===== config.mk =====
export PLATFORM = sky130hd
export DESIGN_NAME = tpss_top
export DESIGN_NICKNAME = d
export VERILOG_FILES = /design/src/verilog/tpss_pkg.sv /design/src/verilog/tpss_serial_target.sv /design/src/verilog/tpss_top.sv
export SDC_FILE = /design/constraint.sdc
export NUM_CORES = 1
export LEC_CHECK = 0
export BUFFER_PORTS_ARGS = -buffer_cell sky130_fd_sc_hd__clkbuf_2
export CAP_MARGIN = 15
export CELL_PAD_IN_SITES_DETAIL_PLACEMENT = 1
export CELL_PAD_IN_SITES_GLOBAL_PLACEMENT = 2
export CORE_MARGIN = 2
export CORE_UTILIZATION = 35
export CTS_BUF_LIST = sky130_fd_sc_hd__clkbuf_2 sky130_fd_sc_hd__clkbuf_4 sky130_fd_sc_hd__clkbuf_8
export DETAILED_ROUTE_END_ITERATION = 16
export GPL_ROUTABILITY_DRIVEN = 1
export PLACE_DENSITY_LB_ADDON = 0.1
export SLEW_MARGIN = 15
export SYNTH_ARGS = -nofsm -noshare
export SYNTH_HDL_FRONTEND = slang
export SYNTH_SLANG_ARGS = --single-unit

===== constraint.sdc =====
create_clock -name clk_in -period 2.85 [get_ports clk_in]
set_input_delay 0.57 -clock clk_in [delete_from_list [all_inputs] [get_ports clk_in]]
set_output_delay 0.57 -clock clk_in [all_outputs]
set_load 0.005 [all_outputs]

===== src/verilog/tpss_pkg.sv =====
// Package with register map, field positions, reset values and shared types.
package tpss_pkg;

	localparam logic [7:0] ADDR_MAIN_CTRL = 8'h00;
	localparam logic [7:0] ADDR_GEN_STAT  = 8'h02;
	localparam logic [7:0] ADDR_IN_STAT   = 8'h03;

	localparam logic [7:0] RST_MAIN_CTRL = 8'h00;
	localparam logic [7:0] RST_GEN_STAT  = 8'h00;
	localparam logic [7:0] RST_IN_STAT   = 8'h00;

	// Main control field positions.
	localparam int MC_GAIN_HI  = 7;
	localparam int MC_GAIN_LO  = 6;
	localparam int MC_STANDBY_REQUEST     = 5;
	localparam int MC_DEEPEST_LOW_POWER_REQUEST   = 4;
	localparam int MC_CGAIN_HI = 3;
	localparam int MC_CGAIN_LO = 2;
	localparam int MC_COMBO    = 1;
	localparam int MC_INT      = 0;

	// General status field positions.
	localparam int GS_BASE_COUNT_LIMIT_FLAG = 6;
	localparam int GS_CAL    = 5;
	localparam int GS_PWR    = 4;
	localparam int GS_BOOT   = 3;
	localparam int GS_MANY_TOUCH_BLOCK_FLAG   = 2;
	localparam int GS_PAT    = 1;
	localparam int GS_TOUCH  = 0;

	// Serial bus target address; the value is arbitrary.
	localparam logic [6:0] BUS_TARGET_ADDR = 7'h28;

	typedef enum logic [1:0] {
		TPSS_ACTIVE  = 2'b00,
		TPSS_STANDBY = 2'b01,
		TPSS_COMBO   = 2'b11,
		TPSS_DEEPEST_LOW_POWER_REQUEST  = 2'b10
	} tpss_pstate_t;

	typedef enum logic [2:0] {
		TPSS_B_IDLE = 3'b000,
		TPSS_B_ADDR = 3'b001,
		TPSS_B_AACK = 3'b011,
		TPSS_B_WR   = 3'b010,
		TPSS_B_WACK = 3'b110,
		TPSS_B_RD   = 3'b111,
		TPSS_B_RACK = 3'b101
	} tpss_bus_st_t;

	// Event and configuration inputs from the sensing engines.
	typedef struct packed {
		logic [7:0] touch;
		logic [7:0] active_en;
		logic [7:0] standby_en;
		logic [7:0] irq_en;
		logic       base_count_limit_flag;
		logic       analog_calibration_failure_flag;
		logic       power_button_held;
		logic       power_button_touched;
		logic       many_touch_block;
		logic       pattern_detect;
		logic       pattern_irq_enable;
	} tpss_sense_t;

	// Register access strobes from the serial bus engine.
	typedef struct packed {
		logic       wr;
		logic [7:0] addr;
		logic [7:0] wdata;
	} tpss_reg_wr_t;

endpackage


===== src/verilog/tpss_serial_target.sv =====
// Serial management bus target engine with register pointer.
`timescale 1ns/1ps
module tpss_serial_target (
	// Clock and reset
	input  wire logic                  clk_in,
	input  wire logic                  sys_rst_in,
	// Bus pins
	input  wire logic                  scl_in,
	input  wire logic                  sda_in,
	output logic                       sda_oe_n_out,
	// Register side
	input  wire logic [7:0]            rdata_in,
	output logic [7:0]                 rd_addr_out,
	output tpss_pkg::tpss_reg_wr_t     reg_wr_out
);
	import tpss_pkg::*;

	logic [2:0]   scl_s_q;
	logic [2:0]   sda_s_q;
	tpss_bus_st_t st_q;
	logic [7:0]   sh_q;
	logic [3:0]   cnt_q;
	logic         rw_q;
	logic         first_q;
	logic         ack_on_q;
	logic         got_ack_q;
	logic [7:0]   ptr_q;
	logic         drv_q;
	logic         scl_rise;
	logic         scl_fall;
	logic         start_c;
	logic         stop_c;
	logic [7:0]   byte_c;

	assign scl_rise = scl_s_q[1] & ~scl_s_q[2];
	assign scl_fall = ~scl_s_q[1] & scl_s_q[2];
	assign start_c  = scl_s_q[1] & ~sda_s_q[1] & sda_s_q[2];
	assign stop_c   = scl_s_q[1] & sda_s_q[1] & ~sda_s_q[2];
	assign byte_c   = {sh_q[6:0], sda_s_q[1]};
	assign sda_oe_n_out = ~drv_q;
	assign rd_addr_out  = ptr_q;

	// Two flip-flops bring the pins in, the third keeps the last value.
	always_ff @(posedge clk_in or posedge sys_rst_in) begin
		if (sys_rst_in) begin
			scl_s_q <= 3'h7;
			sda_s_q <= 3'h7;
		end else begin
			scl_s_q <= {scl_s_q[1:0], scl_in};
			sda_s_q <= {sda_s_q[1:0], sda_in};
		end
	end

	always_ff @(posedge clk_in or posedge sys_rst_in) begin
		if (sys_rst_in) begin
			st_q       <= TPSS_B_IDLE;
			sh_q       <= 8'h00;
			cnt_q      <= 4'h0;
			rw_q       <= 1'b0;
			first_q    <= 1'b0;
			ack_on_q   <= 1'b0;
			got_ack_q  <= 1'b0;
			ptr_q      <= 8'h00;
			drv_q      <= 1'b0;
			reg_wr_out <= '0;
		end else begin
			reg_wr_out.wr <= 1'b0;
			if (start_c) begin
				st_q    <= TPSS_B_ADDR;
				cnt_q   <= 4'h0;
				first_q <= 1'b1;
				drv_q   <= 1'b0;
			end else if (stop_c) begin
				st_q  <= TPSS_B_IDLE;
				drv_q <= 1'b0;
			end else if (scl_rise) begin
				case (st_q)
					TPSS_B_ADDR, TPSS_B_WR: begin
						sh_q  <= byte_c;
						cnt_q <= cnt_q + 4'h1;
						if (cnt_q == 4'h7) begin
							ack_on_q <= 1'b0;
							if (st_q == TPSS_B_ADDR) begin
								rw_q <= byte_c[0];
								st_q <= (byte_c[7:1] == BUS_TARGET_ADDR) ? TPSS_B_AACK
									: TPSS_B_IDLE;
							end else begin
								st_q <= TPSS_B_WACK;
								first_q <= 1'b0;
								if (first_q) begin
									ptr_q <= byte_c;
								end else begin
									reg_wr_out <= '{wr: 1'b1, addr: ptr_q, wdata: byte_c};
									ptr_q <= ptr_q + 8'h01;
								end
							end
						end
					end
					TPSS_B_RD: begin
						cnt_q <= cnt_q + 4'h1;
						if (cnt_q == 4'h7) begin
							st_q      <= TPSS_B_RACK;
							got_ack_q <= 1'b0;
						end
					end
					TPSS_B_RACK: begin
						if (sda_s_q[1]) begin
							st_q <= TPSS_B_IDLE;
						end else begin
							got_ack_q <= 1'b1;
						end
					end
					default: begin
					end
				endcase
			end else if (scl_fall) begin
				case (st_q)
					TPSS_B_AACK, TPSS_B_WACK: begin
						if (!ack_on_q) begin
							drv_q    <= 1'b1;
							ack_on_q <= 1'b1;
						end else if (st_q == TPSS_B_AACK && rw_q) begin
							st_q  <= TPSS_B_RD;
							cnt_q <= 4'h0;
							sh_q  <= rdata_in;
							drv_q <= ~rdata_in[7];
							ptr_q <= ptr_q + 8'h01;
						end else begin
							st_q  <= TPSS_B_WR;
							cnt_q <= 4'h0;
							drv_q <= 1'b0;
						end
					end
					TPSS_B_RD: begin
						sh_q  <= {sh_q[6:0], 1'b0};
						drv_q <= ~sh_q[6];
					end
					TPSS_B_RACK: begin
						if (got_ack_q) begin
							st_q  <= TPSS_B_RD;
							cnt_q <= 4'h0;
							sh_q  <= rdata_in;
							drv_q <= ~rdata_in[7];
							ptr_q <= ptr_q + 8'h01;
						end else begin
							drv_q <= 1'b0;
						end
					end
					default: begin
					end
				endcase
			end
		end
	end

endmodule


===== src/verilog/tpss_top.sv =====
// Power state, gain selection and touch status register bank.
`timescale 1ns/1ps
module tpss_top (
	// Clock and reset
	input  wire logic                 clk_in,
	input  wire logic                 sys_rst_in,
	// Serial management bus pins
	input  wire logic                 scl_in,
	input  wire logic                 sda_in,
	output logic                      sda_out,
	output logic                      sda_oe_n_out,
	// Sensing engine events and configuration
	input  wire tpss_pkg::tpss_sense_t sense_in,
	// Attention pin
	output logic                      alert_n_out,
	// Controls to the sensing engines
	output tpss_pkg::tpss_pstate_t    pstate_out,
	output logic [3:0]                active_gain_out,
	output logic [3:0]                standby_gain_out,
	output logic                      recal_out,
	output logic [7:0]                scan_mask_out
);
	import tpss_pkg::*;

	tpss_reg_wr_t rw;
	logic [7:0]   rd_addr;
	logic [7:0]   rdata;
	logic         drv_n;

	logic [7:0]   ctrl_q;
	logic [7:0]   ctrl_d;
	logic [7:0]   istat_q;
	logic [7:0]   istat_d;
	logic         pwr_q;
	logic         boot_q;
	logic         pat_q;
	logic         boot_pend_q;
	logic         sda_oe_n_q;

	tpss_pstate_t pstate_d;
	logic [3:0]   act_gain_d;
	logic [3:0]   standby_request_gain_d;
	logic [7:0]   mask_d;
	logic [7:0]   touch_eff;
	logic [7:0]   gstat;
	logic         int_clr;
	logic         int_set;
	logic         deepest_low_power_request;

	// Power state decode with deep sleep strongest.
	function automatic tpss_pstate_t pstate_f(input logic [7:0] c);
		if (c[MC_DEEPEST_LOW_POWER_REQUEST]) begin
			return TPSS_DEEPEST_LOW_POWER_REQUEST;
		end else if (c[MC_COMBO]) begin
			return TPSS_COMBO;
		end else if (c[MC_STANDBY_REQUEST]) begin
			return TPSS_STANDBY;
		end
		return TPSS_ACTIVE;
	endfunction

	// Gain code to multiplier.
	function automatic logic [3:0] gain_f(input logic [1:0] code);
		return 4'h1 << code;
	endfunction

	tpss_serial_target u_bus (
		.clk_in       (clk_in),
		.sys_rst_in   (sys_rst_in),
		.scl_in       (scl_in),
		.sda_in       (sda_in),
		.sda_oe_n_out (drv_n),
		.rdata_in     (rdata),
		.rd_addr_out  (rd_addr),
		.reg_wr_out   (rw)
	);

	assign pstate_d = pstate_f(ctrl_q);
	assign deepest_low_power_request   = (pstate_d == TPSS_DEEPEST_LOW_POWER_REQUEST);

	// Gain per input group.
	always_comb begin
		act_gain_d  = gain_f(ctrl_q[MC_GAIN_HI:MC_GAIN_LO]);
		standby_request_gain_d = act_gain_d;
		if (ctrl_q[MC_COMBO]) begin
			standby_request_gain_d = gain_f(ctrl_q[MC_CGAIN_HI:MC_CGAIN_LO]);
		end
	end

	// Scan selection per power state.
	always_comb begin
		case (pstate_d)
			TPSS_STANDBY: mask_d = sense_in.standby_en;
			TPSS_COMBO:   mask_d = sense_in.active_en | sense_in.standby_en;
			TPSS_DEEPEST_LOW_POWER_REQUEST:  mask_d = 8'h00;
			default:      mask_d = sense_in.active_en;
		endcase
	end

	// Inputs no longer scanned look released.
	assign touch_eff = sense_in.touch & mask_d;

	assign int_clr = rw.wr && (rw.addr == ADDR_MAIN_CTRL) && !rw.wdata[MC_INT];

	assign int_set = boot_pend_q
		| (sense_in.power_button_held & ~pwr_q)
		| (sense_in.pattern_detect & ~pat_q & sense_in.pattern_irq_enable)
		| (|(touch_eff & ~istat_q & sense_in.irq_en));

	// Main control register and interrupt flag; a new event beats a clear.
	always_comb begin
		ctrl_d = ctrl_q;
		if (rw.wr && rw.addr == ADDR_MAIN_CTRL) begin
			ctrl_d[7:1] = rw.wdata[7:1];
			ctrl_d[MC_INT] = ctrl_q[MC_INT] & rw.wdata[MC_INT];
		end
		if (int_set) begin
			ctrl_d[MC_INT] = 1'b1;
		end
		if (deepest_low_power_request) begin
			ctrl_d[MC_INT] = 1'b0;
		end
	end

	always_ff @(posedge clk_in or posedge sys_rst_in) begin
		if (sys_rst_in) begin
			ctrl_q <= RST_MAIN_CTRL;
		end else begin
			ctrl_q <= ctrl_d;
		end
	end

	// Per-input touch flags.
	always_comb begin
		istat_d = touch_eff | (istat_q & ~{8{int_clr}});
		if (deepest_low_power_request) begin
			istat_d = 8'h00;
		end
	end

	always_ff @(posedge clk_in or posedge sys_rst_in) begin
		if (sys_rst_in) begin
			istat_q <= RST_IN_STAT;
		end else begin
			istat_q <= istat_d;
		end
	end

	// Sticky general status flags.
	always_ff @(posedge clk_in or posedge sys_rst_in) begin
		if (sys_rst_in) begin
			pwr_q       <= RST_GEN_STAT[GS_PWR];
			boot_q      <= RST_GEN_STAT[GS_BOOT];
			pat_q       <= RST_GEN_STAT[GS_PAT];
			boot_pend_q <= 1'b1;
		end else begin
			boot_pend_q <= 1'b0;
			if (deepest_low_power_request) begin
				pwr_q  <= 1'b0;
				boot_q <= 1'b0;
				pat_q  <= 1'b0;
			end else begin
				pwr_q  <= sense_in.power_button_held
					| (pwr_q & ~(int_clr & ~sense_in.power_button_touched));
				boot_q <= boot_pend_q | (boot_q & ~int_clr);
				pat_q  <= sense_in.pattern_detect
					| (pat_q & ~int_clr);
			end
		end
	end

	// Live level flags and sticky event flags; the block flag stays out of the interrupt.
	always_comb begin
		gstat = 8'h00;
		if (!deepest_low_power_request) begin
			gstat[GS_BASE_COUNT_LIMIT_FLAG] = sense_in.base_count_limit_flag;
			gstat[GS_CAL]    = sense_in.analog_calibration_failure_flag;
			gstat[GS_MANY_TOUCH_BLOCK_FLAG]   = sense_in.many_touch_block;
		end
		gstat[GS_PWR]   = pwr_q;
		gstat[GS_BOOT]  = boot_q;
		gstat[GS_PAT]   = pat_q;
		gstat[GS_TOUCH] = |istat_q;
	end

	// Read data; writes to the status offsets reach nothing.
	always_comb begin
		if (rd_addr == ADDR_MAIN_CTRL) begin
			rdata = ctrl_q;
		end else if (rd_addr == ADDR_GEN_STAT) begin
			rdata = gstat;
		end else if (rd_addr == ADDR_IN_STAT) begin
			rdata = istat_q;
		end else begin
			rdata = 8'h00;
		end
	end

	// Registered outputs.
	always_ff @(posedge clk_in or posedge sys_rst_in) begin
		if (sys_rst_in) begin
			alert_n_out      <= 1'b1;
			pstate_out       <= TPSS_ACTIVE;
			active_gain_out  <= 4'h1;
			standby_gain_out <= 4'h1;
			recal_out        <= 1'b0;
			scan_mask_out    <= 8'h00;
			sda_out          <= 1'b0;
			sda_oe_n_q       <= 1'b1;
		end else begin
			alert_n_out      <= ~ctrl_d[MC_INT];
			pstate_out       <= pstate_d;
			active_gain_out  <= act_gain_d;
			standby_gain_out <= standby_request_gain_d;
			recal_out        <= (act_gain_d != active_gain_out)
				| (standby_request_gain_d != standby_gain_out);
			scan_mask_out    <= mask_d;
			sda_out          <= 1'b0;
			sda_oe_n_q       <= drv_n;
		end
	end

	assign sda_oe_n_out = sda_oe_n_q;

endmodule


After elaboration in Yosys (flattened, before gate mapping)
Cells that the tools add are included.
Cells by class
  $add $sub $neg: 2
  eq/ne operators: 35
  shift operators: 2
  muxes and demuxes: 88
  bitwise operators: 46
  reductions and logical operators: 35
Operators with widths (count)
  17-bit two-way mux: 7
  8-bit two-way mux: 13
  7-bit two-way mux: 6
  3-bit two-way mux: 11
  8-bit bitwise AND: 4
  4-bit two-way mux: 8
  1-bit two-way mux: 29
  8-bit case mux with 3 select lines: 1
  6-bit AND reduction: 4
  7-bit case mux with 3 select lines: 1
  1-bit NOT: 17
  8-bit by 2-bit equality test with 1-bit output, second input constant: 2
  8-bit logical NOT: 2
  8-bit NOT: 2
  8-bit bitwise OR: 2
  8-bit case mux with 2 select lines: 1
  8-bit AND reduction: 2
  8-bit OR reduction: 2
  1-bit bitwise AND: 14
  2-bit two-way mux: 6
  2-bit nonzero test: 6
  4-bit nonzero test: 3
  5-bit by 1-bit != test with 1-bit output, second input constant: 2
  5-bit != test, second input constant: 2
  other kinds (34): 61
Storage, ports and cells
  bits in registers: 91
  bits of input ports: 43

Longest topological paths before layout
Gate-level depths: netlist of the first run.
  depth in word-level cells: 16
  depth in mapped cells: 9
  mapped depth without buffers: 7

Hierarchy
A second synthesis of the first run with hierarchy kept.
Second synthesis, totals
  cells, all modules: 475
  area, all modules: 4909.7 sq um
By module, submodules not included
  tpss_serial_target: times used 1, cells each 255, area each 2713.9 sq um, seq. area each 1258.7 sq um
  tpss_top: times used 1, cells each 220, area each 2195.9 sq um, seq. area each 1032.2 sq um

Worst setup path before layout of the first run
No wires, ideal clock.
  path kind: register to register
  start: register u_bus.scl_s_q[1]
  end: register u_bus.sh_q[0]
  library setup time: 0.127 ns
  arrival time: 1.925 ns
  required time: 2.723 ns
  path slack: 0.798 ns
  cell stages (with the launch flop): 7
  path through: dfstp_2 ha_1 nor2_1 maj3_1 and4bb_1 buf_4 mux2_1
On the way
  longest elaborated chain between the ends: 4
  elaborated cells on any way between the ends: 17
  those cells by class: eq/ne (4); mux (1); bitwise (9); reduce/logical (3)
Ends and longest elaborated chain
  start: declaration: line tpss_serial_target.sv:18  | logic [2:0] scl_s_q;
  start signal: assignment: line tpss_serial_target.sv:49  | scl_s_q <= {scl_s_q[1:0], scl_in};
  1-bit NOT (tied with other cells): line tpss_serial_target.sv:36  | assign scl_fall = ~scl_s_q[1] & scl_s_q[2];
  1-bit bitwise AND, on equally long branches: line tpss_serial_target.sv:36, tpss_serial_target.sv:37, tpss_serial_target.sv:38
  2-bit nonzero test (no line) / 1-bit NOT (equally long branches)
  8-bit AND reduction (no line)
  end signal: assignment: line tpss_serial_target.sv:79  | sh_q <= byte_c;
  end signal: assignment: line tpss_serial_target.sv:125  | sh_q <= rdata_in;
  end signal: assignment: line tpss_serial_target.sv:135  | sh_q <= {sh_q[6:0], 1'b0};
  end: declaration: line tpss_serial_target.sv:21  | logic [7:0] sh_q;
Several ways; a longest one is shown, not always the timed one.
A chain may end at the register's enable or synchronous reset.

Worst setup path in the final report of the first run
  start: register u_bus.scl_s_q[1]
  end: register u_bus.sh_q[2]
Same word-level chain as after synthesis.

==> key figures, run 1 <==
Run status
  • Status: finished clean

Finish
  • Ratio of cells with drive above 1 in the final layout: 22.3%
  • Post-layout util: between 40% and 50%
  • Fin cells: 735
  • Layout Nets: around 600
  • Area grow syn2layout: 13.8%
  • Final Cell Area: between 0.005 and 0.006 sq mm
  • # diodes: 0

Route
  • Starting DRC count in detailed routing: 240
  • Routed WL: around 13000 um
  • DR vias/cell: ~5.4
  • Average wire per standard cell: about 18 um
  • DR vias: 3987
  • Final routed DRC violation total: 0
  • First-pass DRT Iterations: 5
  • DRT antenna net count: 0

CTS
  • Sink Count: 91
  • Root Driver: clkbuf_8
  • Worst-path clk slew: around 0.1 ns
  • Number of post-CTS setup repair buffers: 0
  • Cts bufs inserted: 9
  • Clk buf depth: 2
  • Worst-skew pair later-pin latency: about 0.40 ns
  • H-Tree Level Count: 3
  • PostCTS Resize Cnt: 0
  • TritonCTS clock tree: done
  • CTS Hold Buffers Added: 0

STA
  • Relative slew slack: a little under three fifths
  • Final Hold Violating Endpoints: 0
  • Final slew viol count: 0
  • Worst-margin pin slew: about 0.66 ns
  • Worst Skew: 0.0215 ns
  • RSZ-0062 raised after global routing: no
  • Final Cycle Share: around nine tenths
  • Setup_tns: 0 ns
  • F_max: just under 0.4 GHz
  • # setup viols final: 0
  • Tmin final: ~2.6 ns

Critical path
  • Flop2flop setup slack: approximately 0.28 ns
  • Worst setup EP type: register
  • Critical Path Fanout Max: 11
  • WS Path Type: reg2reg
  • WP data arrival: approximately 2.9 ns
  • Crit start category: register
  • Worst EP required: between 3 and 4 ns
  • Worst Reg-to-Reg Cells: 5
  • Endpoint of the lowest-slack register-to-register path: u_bus.sh_q[2]$_DFFE_PP0P_
  • Crit-path cells: ha_1 > nor2_1 > maj3_1 > and4bb_1 > mux2_1
  • Max incr delay on CP: between 0.6 and 0.7 ns
  • CP max-delay cell: dfstp_2
  • RR Startpoint: u_bus.scl_s_q[1]$_DFF_PP1_

Yosys
  • Sequential-to-total area share from yosys stat: between 40% and 50%
  • Mean area per synthesized cell: 10.2 sq um
  • Synth cell types: 76
  • Main flop type after synthesis: dfrtp_1
  • Top-count cell post-synth: dfrtp_1
  • Fraction of registers with async set/reset: 100%
  • Synth top area cells: dfrtp_1 (40%), dfstp_2 (5.8%), mux2_1 (4.8%)
  • Mapped Cells: approximately 500
  • Post-synth EDFFs: 0
  • Yosys reg bits: between 90 and 100
  • Post-synth top area share: between 40% and 50%
  • Syn. warnings: 0
  • Synth top cells by count: dfrtp_1 (80), nand2_1 (43), nor2_1 (34), a21oi_1 (31), inv_1 (23)
  • Netlist area before placement: a little under 0.005 sq mm
  • Largest area contributor in the netlist: dfrtp_1

Die
  • Die area: 0.0152 sq mm
  • Io pins: 65
  • Initial core utilization: between 30% and 40%
  • Num rows: 43
  • Die Width: 123 um
  • Total core area: between 0.01 and 0.015 sq mm
  • Die H: 123 um

Global route
  • First-pass GRT wire length: ~22000 um
  • Vias in the first global route: roughly 4200
  • GRT Total Usage: roughly a fifth
  • Number of antenna violations at the first check in global routing: 0
  • Largest net degree at the start of global routing: 56
  • Overflow after GRT: 0

Placement
  • Placed inst area: around 0.0054 sq mm
  • Post-DP HPWL: 9890 um
  • Port Buffers: 63
  • Inst Count DP: roughly 700
  • Final Wtd Congestion: about 0.82

Power and ir drop
  • Cell leakage power: about 0.0026 uW
  • Peak supply drop: approximately 0.3 mV
  • PD cells: between 600 and 700 mW/mm^2

Run
  • Max_cap viols: 0

Hold path
  • Hold WC Path Type: in2async
-- metrics by stage --
stage	setup slack (ns)	hold WS [ns]	total power (uW)
2_1_floorplan	0.798	0.345	2250
3_3_place_gp	0.415	0.352	2530
3_5_place_dp	0.294	0.353	2560
4_1_cts	0.287	0.119	3570
5_1_grt	0.143	0.138	3730
6_report	0.280	0.121	3530
-- area by class of cell --
| cell class | instances | area [sq um] |
|---|---|---|
| clock buffer | 10 | 138 |
| clock inverter | 6 | 76.3 |
| fill | 1589 | 8230 |
| inverter | 23 | 90.1 |
| multi-input combinational | 351 | 2420 |
| sequential | 91 | 2290 |
| tap | 180 | 225 |
| timing repair buffer | 74 | 410 |
-- worst max path at each step --
stage                                       endpoint  slack (ns)                  startpoint
global route        u_bus.rd_addr_out[3]$_DFFE_PP0P_        0.14  u_bus.scl_s_q[1]$_DFF_PP1_
floorplan                  u_bus.sh_q[0]$_DFFE_PP0P_        0.80  u_bus.scl_s_q[1]$_DFF_PP1_
CTS                        u_bus.sh_q[2]$_DFFE_PP0P_        0.29  u_bus.scl_s_q[1]$_DFF_PP1_
detailed placement         u_bus.sh_q[2]$_DFFE_PP0P_        0.29  u_bus.scl_s_q[1]$_DFF_PP1_
global placement           u_bus.sh_q[2]$_DFFE_PP0P_        0.42  u_bus.scl_s_q[1]$_DFF_PP1_
finish                     u_bus.sh_q[2]$_DFFE_PP0P_        0.28  u_bus.scl_s_q[1]$_DFF_PP1_
-- kinds of logic (layout without fill, tap and decap cells) --
kind of cell / Yosys count / count (layout) / share of synthesized area (%)
compound gates: 134 / 134 / 18.6
xor+xnor: 7 / 7 / 1.23
fa+ha+maj: 7 / 7 / 1.71
buf+inv: 48 / 113 / 5.19
flops: 91 / 91 / 46.1
mux: 40 / 40 / 8.79
other cells: 1 / 2 / 0.0755
simple gates: 161 / 161 / 18.3
-- placed cells by master, fill, tap and decap left out, types with 5 or more instances in the layout --
cell type  synthesis  final
clkbuf_8           1     10
clkbuf_2           0     63
nand2b_1           9      9
a211oi_1           8      8
mux2_2             8      8
nor2_1            34     34
and2_1             5      5
nor2b_1            9      9
nand3b_1           7      7
o21ai_1           12     12
ha_1               6      6
dfrtp_1           80     80
a22o_1             6      6
xor2_1             6      6
a21oi_1           31     31
a2111o_1           5      5
nor4_1             6      6
nor3_1             5      5
nor3b_1            7      7
buf_4              6     10
nand3_1            6      6
mux2_1            21     21
a22oi_1            6      6
o21ai_0           20     20
inv_1             23     22
nand2_1           43     43
o211ai_1           6      6
dfstp_2           11     11
mux2i_1           11     11
-- routing by layer --
layer | wire (um) | track usage, %
met1 | 6640 | 27.3
met2 | 6260 | 30.4
met3 | 396 | 2.86
met4 | 193 | 6.18
met5 | 0 | 0
-- power by group --
group | switching (uW) | internal, uW
clock | 546 | 448
combinational | 510 | 371
sequential | 235 | 1420
-- critical path, delay by kind of cell, from the launching register on --
kind / cells / cell delay [ns]
flops: 1 / 0.64
mux: 1 / 0.38
simple gates: 2 / 0.61
fa+ha+maj: 2 / 0.84
-- state kept, by name, summed over array words and instances, names as in the netlist, 2 cells and up --
| signal | count |
|---|---|
| u_bus.reg_wr_out | 17 |
| ctrl_q | 8 |
| istat_q | 8 |
| scan_mask_out | 8 |
| u_bus.rd_addr_out | 8 |
| u_bus.sh_q | 7 |
| active_gain_out | 4 |
| standby_gain_out | 4 |
| u_bus.cnt_q | 4 |
| u_bus.scl_s_q | 3 |
| u_bus.sda_s_q | 3 |
| u_bus.st_q | 3 |
| pstate_out | 2 |
Power figures use the tool's default switching activity.
==> run 2: changes to the inputs <==
--- a/config.mk
+++ b/config.mk
@@ -14,8 +14,9 @@
 export CTS_BUF_LIST = sky130_fd_sc_hd__clkbuf_2 sky130_fd_sc_hd__clkbuf_4 sky130_fd_sc_hd__clkbuf_8
 export DETAILED_ROUTE_END_ITERATION = 16
 export GPL_ROUTABILITY_DRIVEN = 1
-export PLACE_DENSITY_LB_ADDON = 0.1
+export PLACE_DENSITY = 0.78
 export SLEW_MARGIN = 15
 export SYNTH_ARGS = -nofsm -noshare
 export SYNTH_HDL_FRONTEND = slang
+export SYNTH_HIERARCHICAL = 1
 export SYNTH_SLANG_ARGS = --single-unit
==> run 2 against run 1 <==
Largest cell class unchanged. Critical endpoint is now u_bus/reg_wr_out[9]$_DFFE_PP0P_. First-iteration DRC count rose by 2.5%. Clock power fell by 8.5%. Critical path depth is 1 higher.
==> key figures, run 2 <==
STA
  • Worst Skew: 0.0167 ns (-0.00477 ns)
  • RSZ-0062 raised after global routing: no
  • Relative slew slack: 54.0% (-1.6 points)
  • Final Hold Violating Endpoints: 0 (unchanged)
  • F_max: 0.390 GHz (+0.18%)
  • # setup viols final: 0 (unchanged)
  • Tmin final: 2.57 ns (-0.00468 ns)
  • Final slew viol count: 0 (unchanged)
  • Setup_tns: 0 ns (unchanged)
  • Worst-margin pin slew: 0.689 ns (+0.0327 ns)
  • Minimum hold slack: 0.220 ns (+0.0989 ns)
  • Final Cycle Share: 90.0% (-0.16 points)

Route
  • DRT antenna net count: 0 (unchanged)
  • Routed WL: 12900 um (-4.5%)
  • DR vias/cell: 5.45 (+0.38%)
  • Starting DRC count in detailed routing: 246 (+2.5%)
  • First-pass DRT Iterations: 4 (-1)
  • Final routed DRC violation total: 0 (unchanged)
  • DR vias: 3915 (-1.8%)
  • Average wire per standard cell: 17.9 um (-2.4%)

CTS
  • CTS Hold Buffers Added: 0 (unchanged)
  • Worst-skew pair later-pin latency: 0.38 ns (-0.02 ns)
  • Clk buf depth: 2 (unchanged)
  • Worst-path clk slew: 0.10 ns (about the same)
  • Cts bufs inserted: 9 (unchanged)
  • Sink Count: 91 (unchanged)
  • Number of post-CTS setup repair buffers: 0 (unchanged)
  • H-Tree Level Count: 3 (unchanged)
  • PostCTS Resize Cnt: 0 (unchanged)
  • Root Driver: clkbuf_8
  • TritonCTS clock tree: done

Power and ir drop
  • Cell leakage power: 0.00256 uW (-1.2%)
  • PD cells: 545 mW/mm^2 (-13%)
  • Peak supply drop: 0.322 mV (+6.9%)

Yosys
  • Synth top cells by count: dfrtp_1 (80), nor2_1 (38), nand2_1 (31), mux2_1 (25)
  • Largest area contributor in the netlist: dfrtp_1
  • Mean area per synthesized cell: 10.3 sq um (+1.8%)
  • Post-synth top area share: 40.8% (+0.47 points)
  • Yosys reg bits: 91 (unchanged)
  • Top-count cell post-synth: dfrtp_1
  • Main flop type after synthesis: dfrtp_1
  • Syn. warnings: 6 (+6)
  • Synth top area cells: dfrtp_1 (41%), dfstp_2 (5.9%), mux2_1 (5.7%)
  • Fraction of registers with async set/reset: 100% (unchanged)
  • Netlist area before placement: 0.00491 sq mm (-1.2%)
  • Post-synth EDFFs: 0 (unchanged)
  • Synth cell types: 79 (+3.9%)
  • Mapped Cells: 475 (-2.9%)
  • Sequential-to-total area share from yosys stat: 46.7% (+0.54 points)

Critical path
  • RR Startpoint: u_bus/scl_s_q[1]$_DFF_PP1_
  • Worst EP required: 3.09 ns (-0.04 ns)
  • Worst setup EP type: register
  • Worst Reg-to-Reg Cells: 6 (+1)
  • Worst Setup SP: u_bus/scl_s_q[1]$_DFF_PP1_
  • WP data arrival: 2.81 ns (-0.04 ns)
  • Crit start category: register
  • Flop2flop setup slack: 0.28 ns (about the same)
  • Worst Setup EP: u_bus/reg_wr_out[9]$_DFFE_PP0P_
  • WS Path Type: reg2reg
  • Critical Path Fanout Max: 17 (+6)
  • Endpoint of the lowest-slack register-to-register path: u_bus/reg_wr_out[9]$_DFFE_PP0P_

Finish
  • Commonest non-fill, non-tap cells in the layout: dfrtp_1 (80), clkbuf_2 (63), nor2_1 (38), nand2_1 (31), mux2_1 (25)
  • Biggest register: u_bus/reg_wr_out
  • Most common cell after layout, fill and taps aside: dfrtp_1
  • Area of the multi-input gates: 0.00240 sq mm (-0.93%)
  • # diodes: 0 (unchanged)
  • Layout Nets: 581 (-3.0%)
  • Area grow syn2layout: 14.1%
  • Fill cells: 1583 (-0.38%)
  • Ratio of cells with drive above 1 in the final layout: 24.9% (+2.5 points)
  • FF/Latch Area: 0.00229 sq mm (unchanged)
  • Max reg flops: 17 (unchanged)

Die
  • Io pins: 65 (unchanged)
  • Die H: 122 um (-0.56%)
  • Total core area: 0.0138 sq mm (-0.78%)
  • Initial core utilization: 35.6% (-0.14 points)
  • Num rows: 43 (unchanged)
  • Die area: 0.0150 sq mm (-1.1%)
  • Die Width: 122 um (-0.56%)

Hold path
  • Hold WC Path Type: in2async

Placement
  • Final Wtd Congestion: 0.850 (+3.1%)
  • Port Buffers: 63 (unchanged)
  • Post-DP HPWL: 9380 um (-5.1%)

Global route
  • Overflow after GRT: 0 (unchanged)
  • Number of antenna violations at the first check in global routing: 0 (unchanged)
  • Vias in the first global route: 4055 (-3.9%)
  • First-pass GRT wire length: 20900 um (-6.9%)
  • Largest net degree at the start of global routing: 51 (-8.9%)
  • GRT Total Usage: 17.9% (-1.4 points)

Run
  • Max_cap viols: 0 (unchanged)

Run status
  • Status: finished clean
==> run 2: cell types whose count changed in the layout (fill, tap and decap cells not counted), moves of 5 or more <==
cell / previous run / this run
a21oi_1: 31 / 20
inv_1: 22 / 13
mux2_4: 0 / 7
nand2_1: 43 / 31
nand3_1: 6 / 20
o211ai_1: 6 / 1
o21ai_0: 20 / 10
o21ai_1: 12 / 7
==> run 2: metal layers <==
metal / part of all wire [%] / GRT usage, %
met5: 0 / 0
met4: 1.5 / 6.68
met3: 3.5 / 3.02
met2: 47 / 28.9
met1: 48 / 24.1
==> run 2: final cells by class <==
class / instances / area share [%]
multi-input cells: 340 / 42.9
flip-flops and latches: 91 / 40.9
repair buffers: 75 / 7.46
well taps: 180 / 4.02
clock buffers: 10 / 2.35
clock inverters: 6 / 1.27
inverters: 17 / 1.14
==> run 2: worst min path at each step <==
stage / to / from
3_5_place_dp: u_bus/scl_s_q[1]$_DFF_PP1_ / u_bus/scl_s_q[0]$_DFF_PP1_
6_report: u_bus/drv_q$_DFFE_PP0P_ / sys_rst_in
3_3_place_gp: u_bus/sda_s_q[1]$_DFF_PP1_ / u_bus/sda_s_q[0]$_DFF_PP1_
5_1_grt: u_bus/got_ack_q$_DFFE_PP0P_ / sys_rst_in
4_1_cts: u_bus/st_q[2]$_DFFE_PP0P_ / sys_rst_in
2_1_floorplan: u_bus/scl_s_q[1]$_DFF_PP1_ / u_bus/scl_s_q[0]$_DFF_PP1_
==> run 2: metrics by stage <==
| step | utilization (%) | power, uW | setup WS [ns] | instance area (sq um) | std cells |
|---|---|---|---|---|---|
| floorplan | - | 1950 | 0.349 | 4910 | 476 |
| detailed placement | 39.2 | 2170 | 0.328 | 5400 | 703 |
| CTS | 40.7 | 3100 | 0.271 | 5600 | 719 |
| global route | 40.7 | 3230 | 0.169 | 5600 | 719 |
| finish | 40.7 | 3050 | 0.284 | 5600 | 719 |
| global placement | 39.2 | 2150 | 0.391 | 5400 | 703 |
==> run 2: kinds of logic after synthesis <==
group | share of synthesized area, %
other | 0.0764
flip-flops | 46.7
buffers and inverters | 4.54
adder cells (fa/ha/maj) | 1.02
multiplexers | 12.2
XOR/XNOR | 0.892
AND/OR/NAND/NOR | 20.7
AO/OA/AOI/OAI | 13.9
==> run 2: worst max-delay path, cell delays in order, from the launching register on <==
cell,delay (ns)
dfstp_2,0.59
ha_1,0.39
inv_2,0.16
or3_1,0.41
or3_1,0.31
buf_4,0.22
mux2_1,0.35
==> run 2: power by group <==
part           total (uW)  internal [uW]  switching, uW  leakage (uW)
combinational         551            261            290       0.00133
sequential           1590           1390            205       0.00113
clock                 910            423            487     0.0000969
==> run 3: changes to the inputs <==
--- a/config.mk
+++ b/config.mk
@@ -14,7 +14,7 @@
 export CTS_BUF_LIST = sky130_fd_sc_hd__clkbuf_2 sky130_fd_sc_hd__clkbuf_4 sky130_fd_sc_hd__clkbuf_8
 export DETAILED_ROUTE_END_ITERATION = 16
 export GPL_ROUTABILITY_DRIVEN = 1
-export PLACE_DENSITY = 0.78
+export PLACE_DENSITY = 0.79
 export SLEW_MARGIN = 15
 export SYNTH_ARGS = -nofsm -noshare
 export SYNTH_HDL_FRONTEND = slang
==> run 3 against run 2 <==
Clock-buffer cell count up 1. First-iteration DRC count is 6.5% lower. Sequential cell count is the same. Register-to-register slack better by 0.03 ns. Via count shrank 0.49%. Total power fell by 2.3%. Utilization fell by 0.15 points. Combinational power increased by 0.9%. Clock power shrank 6.3%. Cell count grew 0.14%. Setup slack better by 0.030 ns. Critical endpoint is now u_bus/st_q[1]$_DFFE_PP0P_. Largest cell class unchanged. Highest routed layer unchanged.
==> key figures, run 3 (synthesis results as in run 2) <==
Finish
  • Area grow syn2layout: 13.6%
  • Post-layout util: 40.5% (-0.15 points)
  • Max reg flops: 17 (unchanged)
  • Fill cells: 1592 (+0.57%)
  • Area of the multi-input gates: 0.00240 sq mm (unchanged)
  • FF/Latch Area: 0.00229 sq mm (unchanged)
  • Ratio of cells with drive above 1 in the final layout: 25.0% (+0.14 points)
  • Layout Nets: 582 (+0.17%)
  • Most common cell after layout, fill and taps aside: dfrtp_1
  • Biggest register: u_bus/reg_wr_out
  • Final Cell Area: 0.00558 sq mm (-0.38%)
  • Commonest non-fill, non-tap cells in the layout: dfrtp_1 (80), clkbuf_2 (63), nor2_1 (38), nand2_1 (31), mux2_1 (25)
  • # diodes: 0 (unchanged)

CTS
  • CTS Hold Buffers Added: 0 (unchanged)
  • H-Tree Level Count: 3 (unchanged)
  • Cts bufs inserted: 9 (unchanged)
  • TritonCTS clock tree: done
  • Worst-skew pair later-pin latency: 0.38 ns (about the same)
  • Root Driver: clkbuf_8
  • Sink Count: 91 (unchanged)
  • PostCTS Resize Cnt: 0 (unchanged)
  • Worst-path clk slew: 0.09 ns (about the same)
  • Clk buf depth: 2 (unchanged)
  • Number of post-CTS setup repair buffers: 0 (unchanged)

Hold path
  • Hold WC Path Type: in2reg
  • WHS Path Cells: 1
  • Hold Path Sink: u_bus/scl_s_q[0]$_DFF_PP1_
  • Hold_sp: scl_in

STA
  • Final slew viol count: 0 (unchanged)
  • RSZ-0062 raised after global routing: no
  • Tmin final: 2.54 ns (-0.0302 ns)
  • Worst-margin pin slew: 0.738 ns (+0.0484 ns)
  • F_max: 0.394 GHz (+1.2%)
  • Final Cycle Share: 89.0% (-1.1 points)
  • Relative slew slack: 49.5% (-4.5 points)
  • Worst Skew: 0.0121 ns (-0.00469 ns)
  • # setup viols final: 0 (unchanged)
  • Setup_tns: 0 ns (unchanged)
  • Final Hold Violating Endpoints: 0 (unchanged)

Critical path
  • Max incr delay on CP: 0.55 ns (-0.04 ns)
  • CP max-delay cell: dfstp_2
  • Worst Reg-to-Reg Cells: 8 (+2)
  • WP data arrival: 2.79 ns (-0.02 ns)
  • Crit-path cells: inv_1 > ha_1 > buf_4 > xor2_1 > a221o_1 > a41o_1 > or2_0 > a2111oi_0
  • RR Startpoint: u_bus/scl_s_q[2]$_DFF_PP1_
  • Crit start category: register
  • Worst EP required: 3.10 ns (about the same)
  • WS Path Type: reg2reg
  • Worst setup EP type: register
  • Critical Path Fanout Max: 13 (-4)
  • Flop2flop setup slack: 0.31 ns (+0.03 ns)
  • Worst Setup SP: u_bus/scl_s_q[2]$_DFF_PP1_
  • Endpoint of the lowest-slack register-to-register path: u_bus/st_q[1]$_DFFE_PP0P_

Die
  • Die Width: 122 um (unchanged)
  • Die area: 0.0150 sq mm (unchanged)
  • Io pins: 65 (unchanged)
  • Total core area: 0.0138 sq mm (unchanged)
  • Num rows: 43 (unchanged)
  • Initial core utilization: 35.6% (unchanged)
  • Die H: 122 um (unchanged)

Run
  • Max_cap viols: 0 (unchanged)

Route
  • DR vias/cell: 5.41 (-0.62%)
  • DRT antenna net count: 0 (unchanged)
  • Starting DRC count in detailed routing: 230 (-6.5%)
  • Average wire per standard cell: 17.4 um (-2.8%)
  • Routed WL: 12500 um (-2.6%)
  • DR vias: 3896 (-0.49%)
  • First-pass DRT Iterations: 4 (unchanged)
  • Final routed DRC violation total: 0 (unchanged)

Global route
  • Largest net degree at the start of global routing: 51 (unchanged)
  • GRT Total Usage: 17.8% (-0.13 points)
  • First-pass GRT wire length: 20800 um (-0.36%)
  • Number of antenna violations at the first check in global routing: 0 (unchanged)
  • Vias in the first global route: 3982 (-1.8%)
  • Overflow after GRT: 0 (unchanged)

Placement
  • Placed inst area: 0.00539 sq mm (about the same)
  • Final Wtd Congestion: 0.851 (+0.14%)
  • Port Buffers: 63 (unchanged)
  • Post-DP HPWL: 9130 um (-2.7%)

Run status
  • Status: finished clean

Power and ir drop
  • Cell leakage power: 0.00256 uW (about the same)
  • PD cells: 535 mW/mm^2 (-2.0%)
  • Peak supply drop: 0.215 mV (-33%)
-- run 3: cell types whose count changed in the layout (fill, tap and decap cells not counted), sizes merged --
cell      change
buf           +1
bufinv        -1
clkbuf        +1
clkinv        +1
clkinvlp      -1
-- run 3: area by class of cell --
class / instances / share of cell area [%]
clock inverter: 5 / 0.628
multi-input combinational: 340 / 43.0
tap: 180 / 4.04
timing repair buffer: 76 / 7.40
clock buffer: 11 / 2.71
sequential: 91 / 41.1
inverter: 17 / 1.14
-- run 3: report_power, final --
part	total, uW	switching [uW]	internal, uW
clock network	853	485	368
logic	556	295	260
registers	1570	186	1390
total	2980	966	2020
-- run 3: worst max-delay path by stage --
stage                                                  end  slack [ns]  depth (start not counted)
after global placement           u_bus/sh_q[3]$_DFFE_PP0P_        0.39                          5
after floorplan           u_bus/reg_wr_out[12]$_DFFE_PP0P_        0.35                          8
after global routing             u_bus/st_q[1]$_DFFE_PP0P_        0.02                          7
final                            u_bus/st_q[1]$_DFFE_PP0P_        0.31                          8
after detailed placement         u_bus/sh_q[5]$_DFFE_PP0P_        0.32                          5
after CTS                        u_bus/st_q[1]$_DFFE_PP0P_        0.29                          8
-- run 3: layer usage --
layer / vias up / part of all wire [%] / GRT usage [%]
met5: - / 0 / 0
met4: 0 / 1.3 / 5.53
met3: 14 / 5.3 / 3.39
met2: 103 / 46 / 28.2
met1: 1925 / 48 / 24.6
li1: 1854 / - / -
-- run 3: critical path: cells and delay by family, from the launching register on --
kind                       cells  cell delay (ns)
AOI/OAI and AO/OA              3             0.98
DFF                            1             0.55
buffers and inverters          2             0.25
adders and majority gates      1             0.24
and+or+nand+nor                1             0.21
xor gates and xnor gates       1             0.19
-- run 3: through the flow --
stage                     power, uW  hold slack [ns]  setup WS [ns]  instances
after floorplan                1950            0.345          0.349        476
after global placement         2130            0.346          0.395        704
after detailed placement       2160            0.347          0.319        704
after CTS                      3020            0.239          0.290        720
after global routing           3150            0.246         0.0223        720
final                          2980            0.261          0.314        720
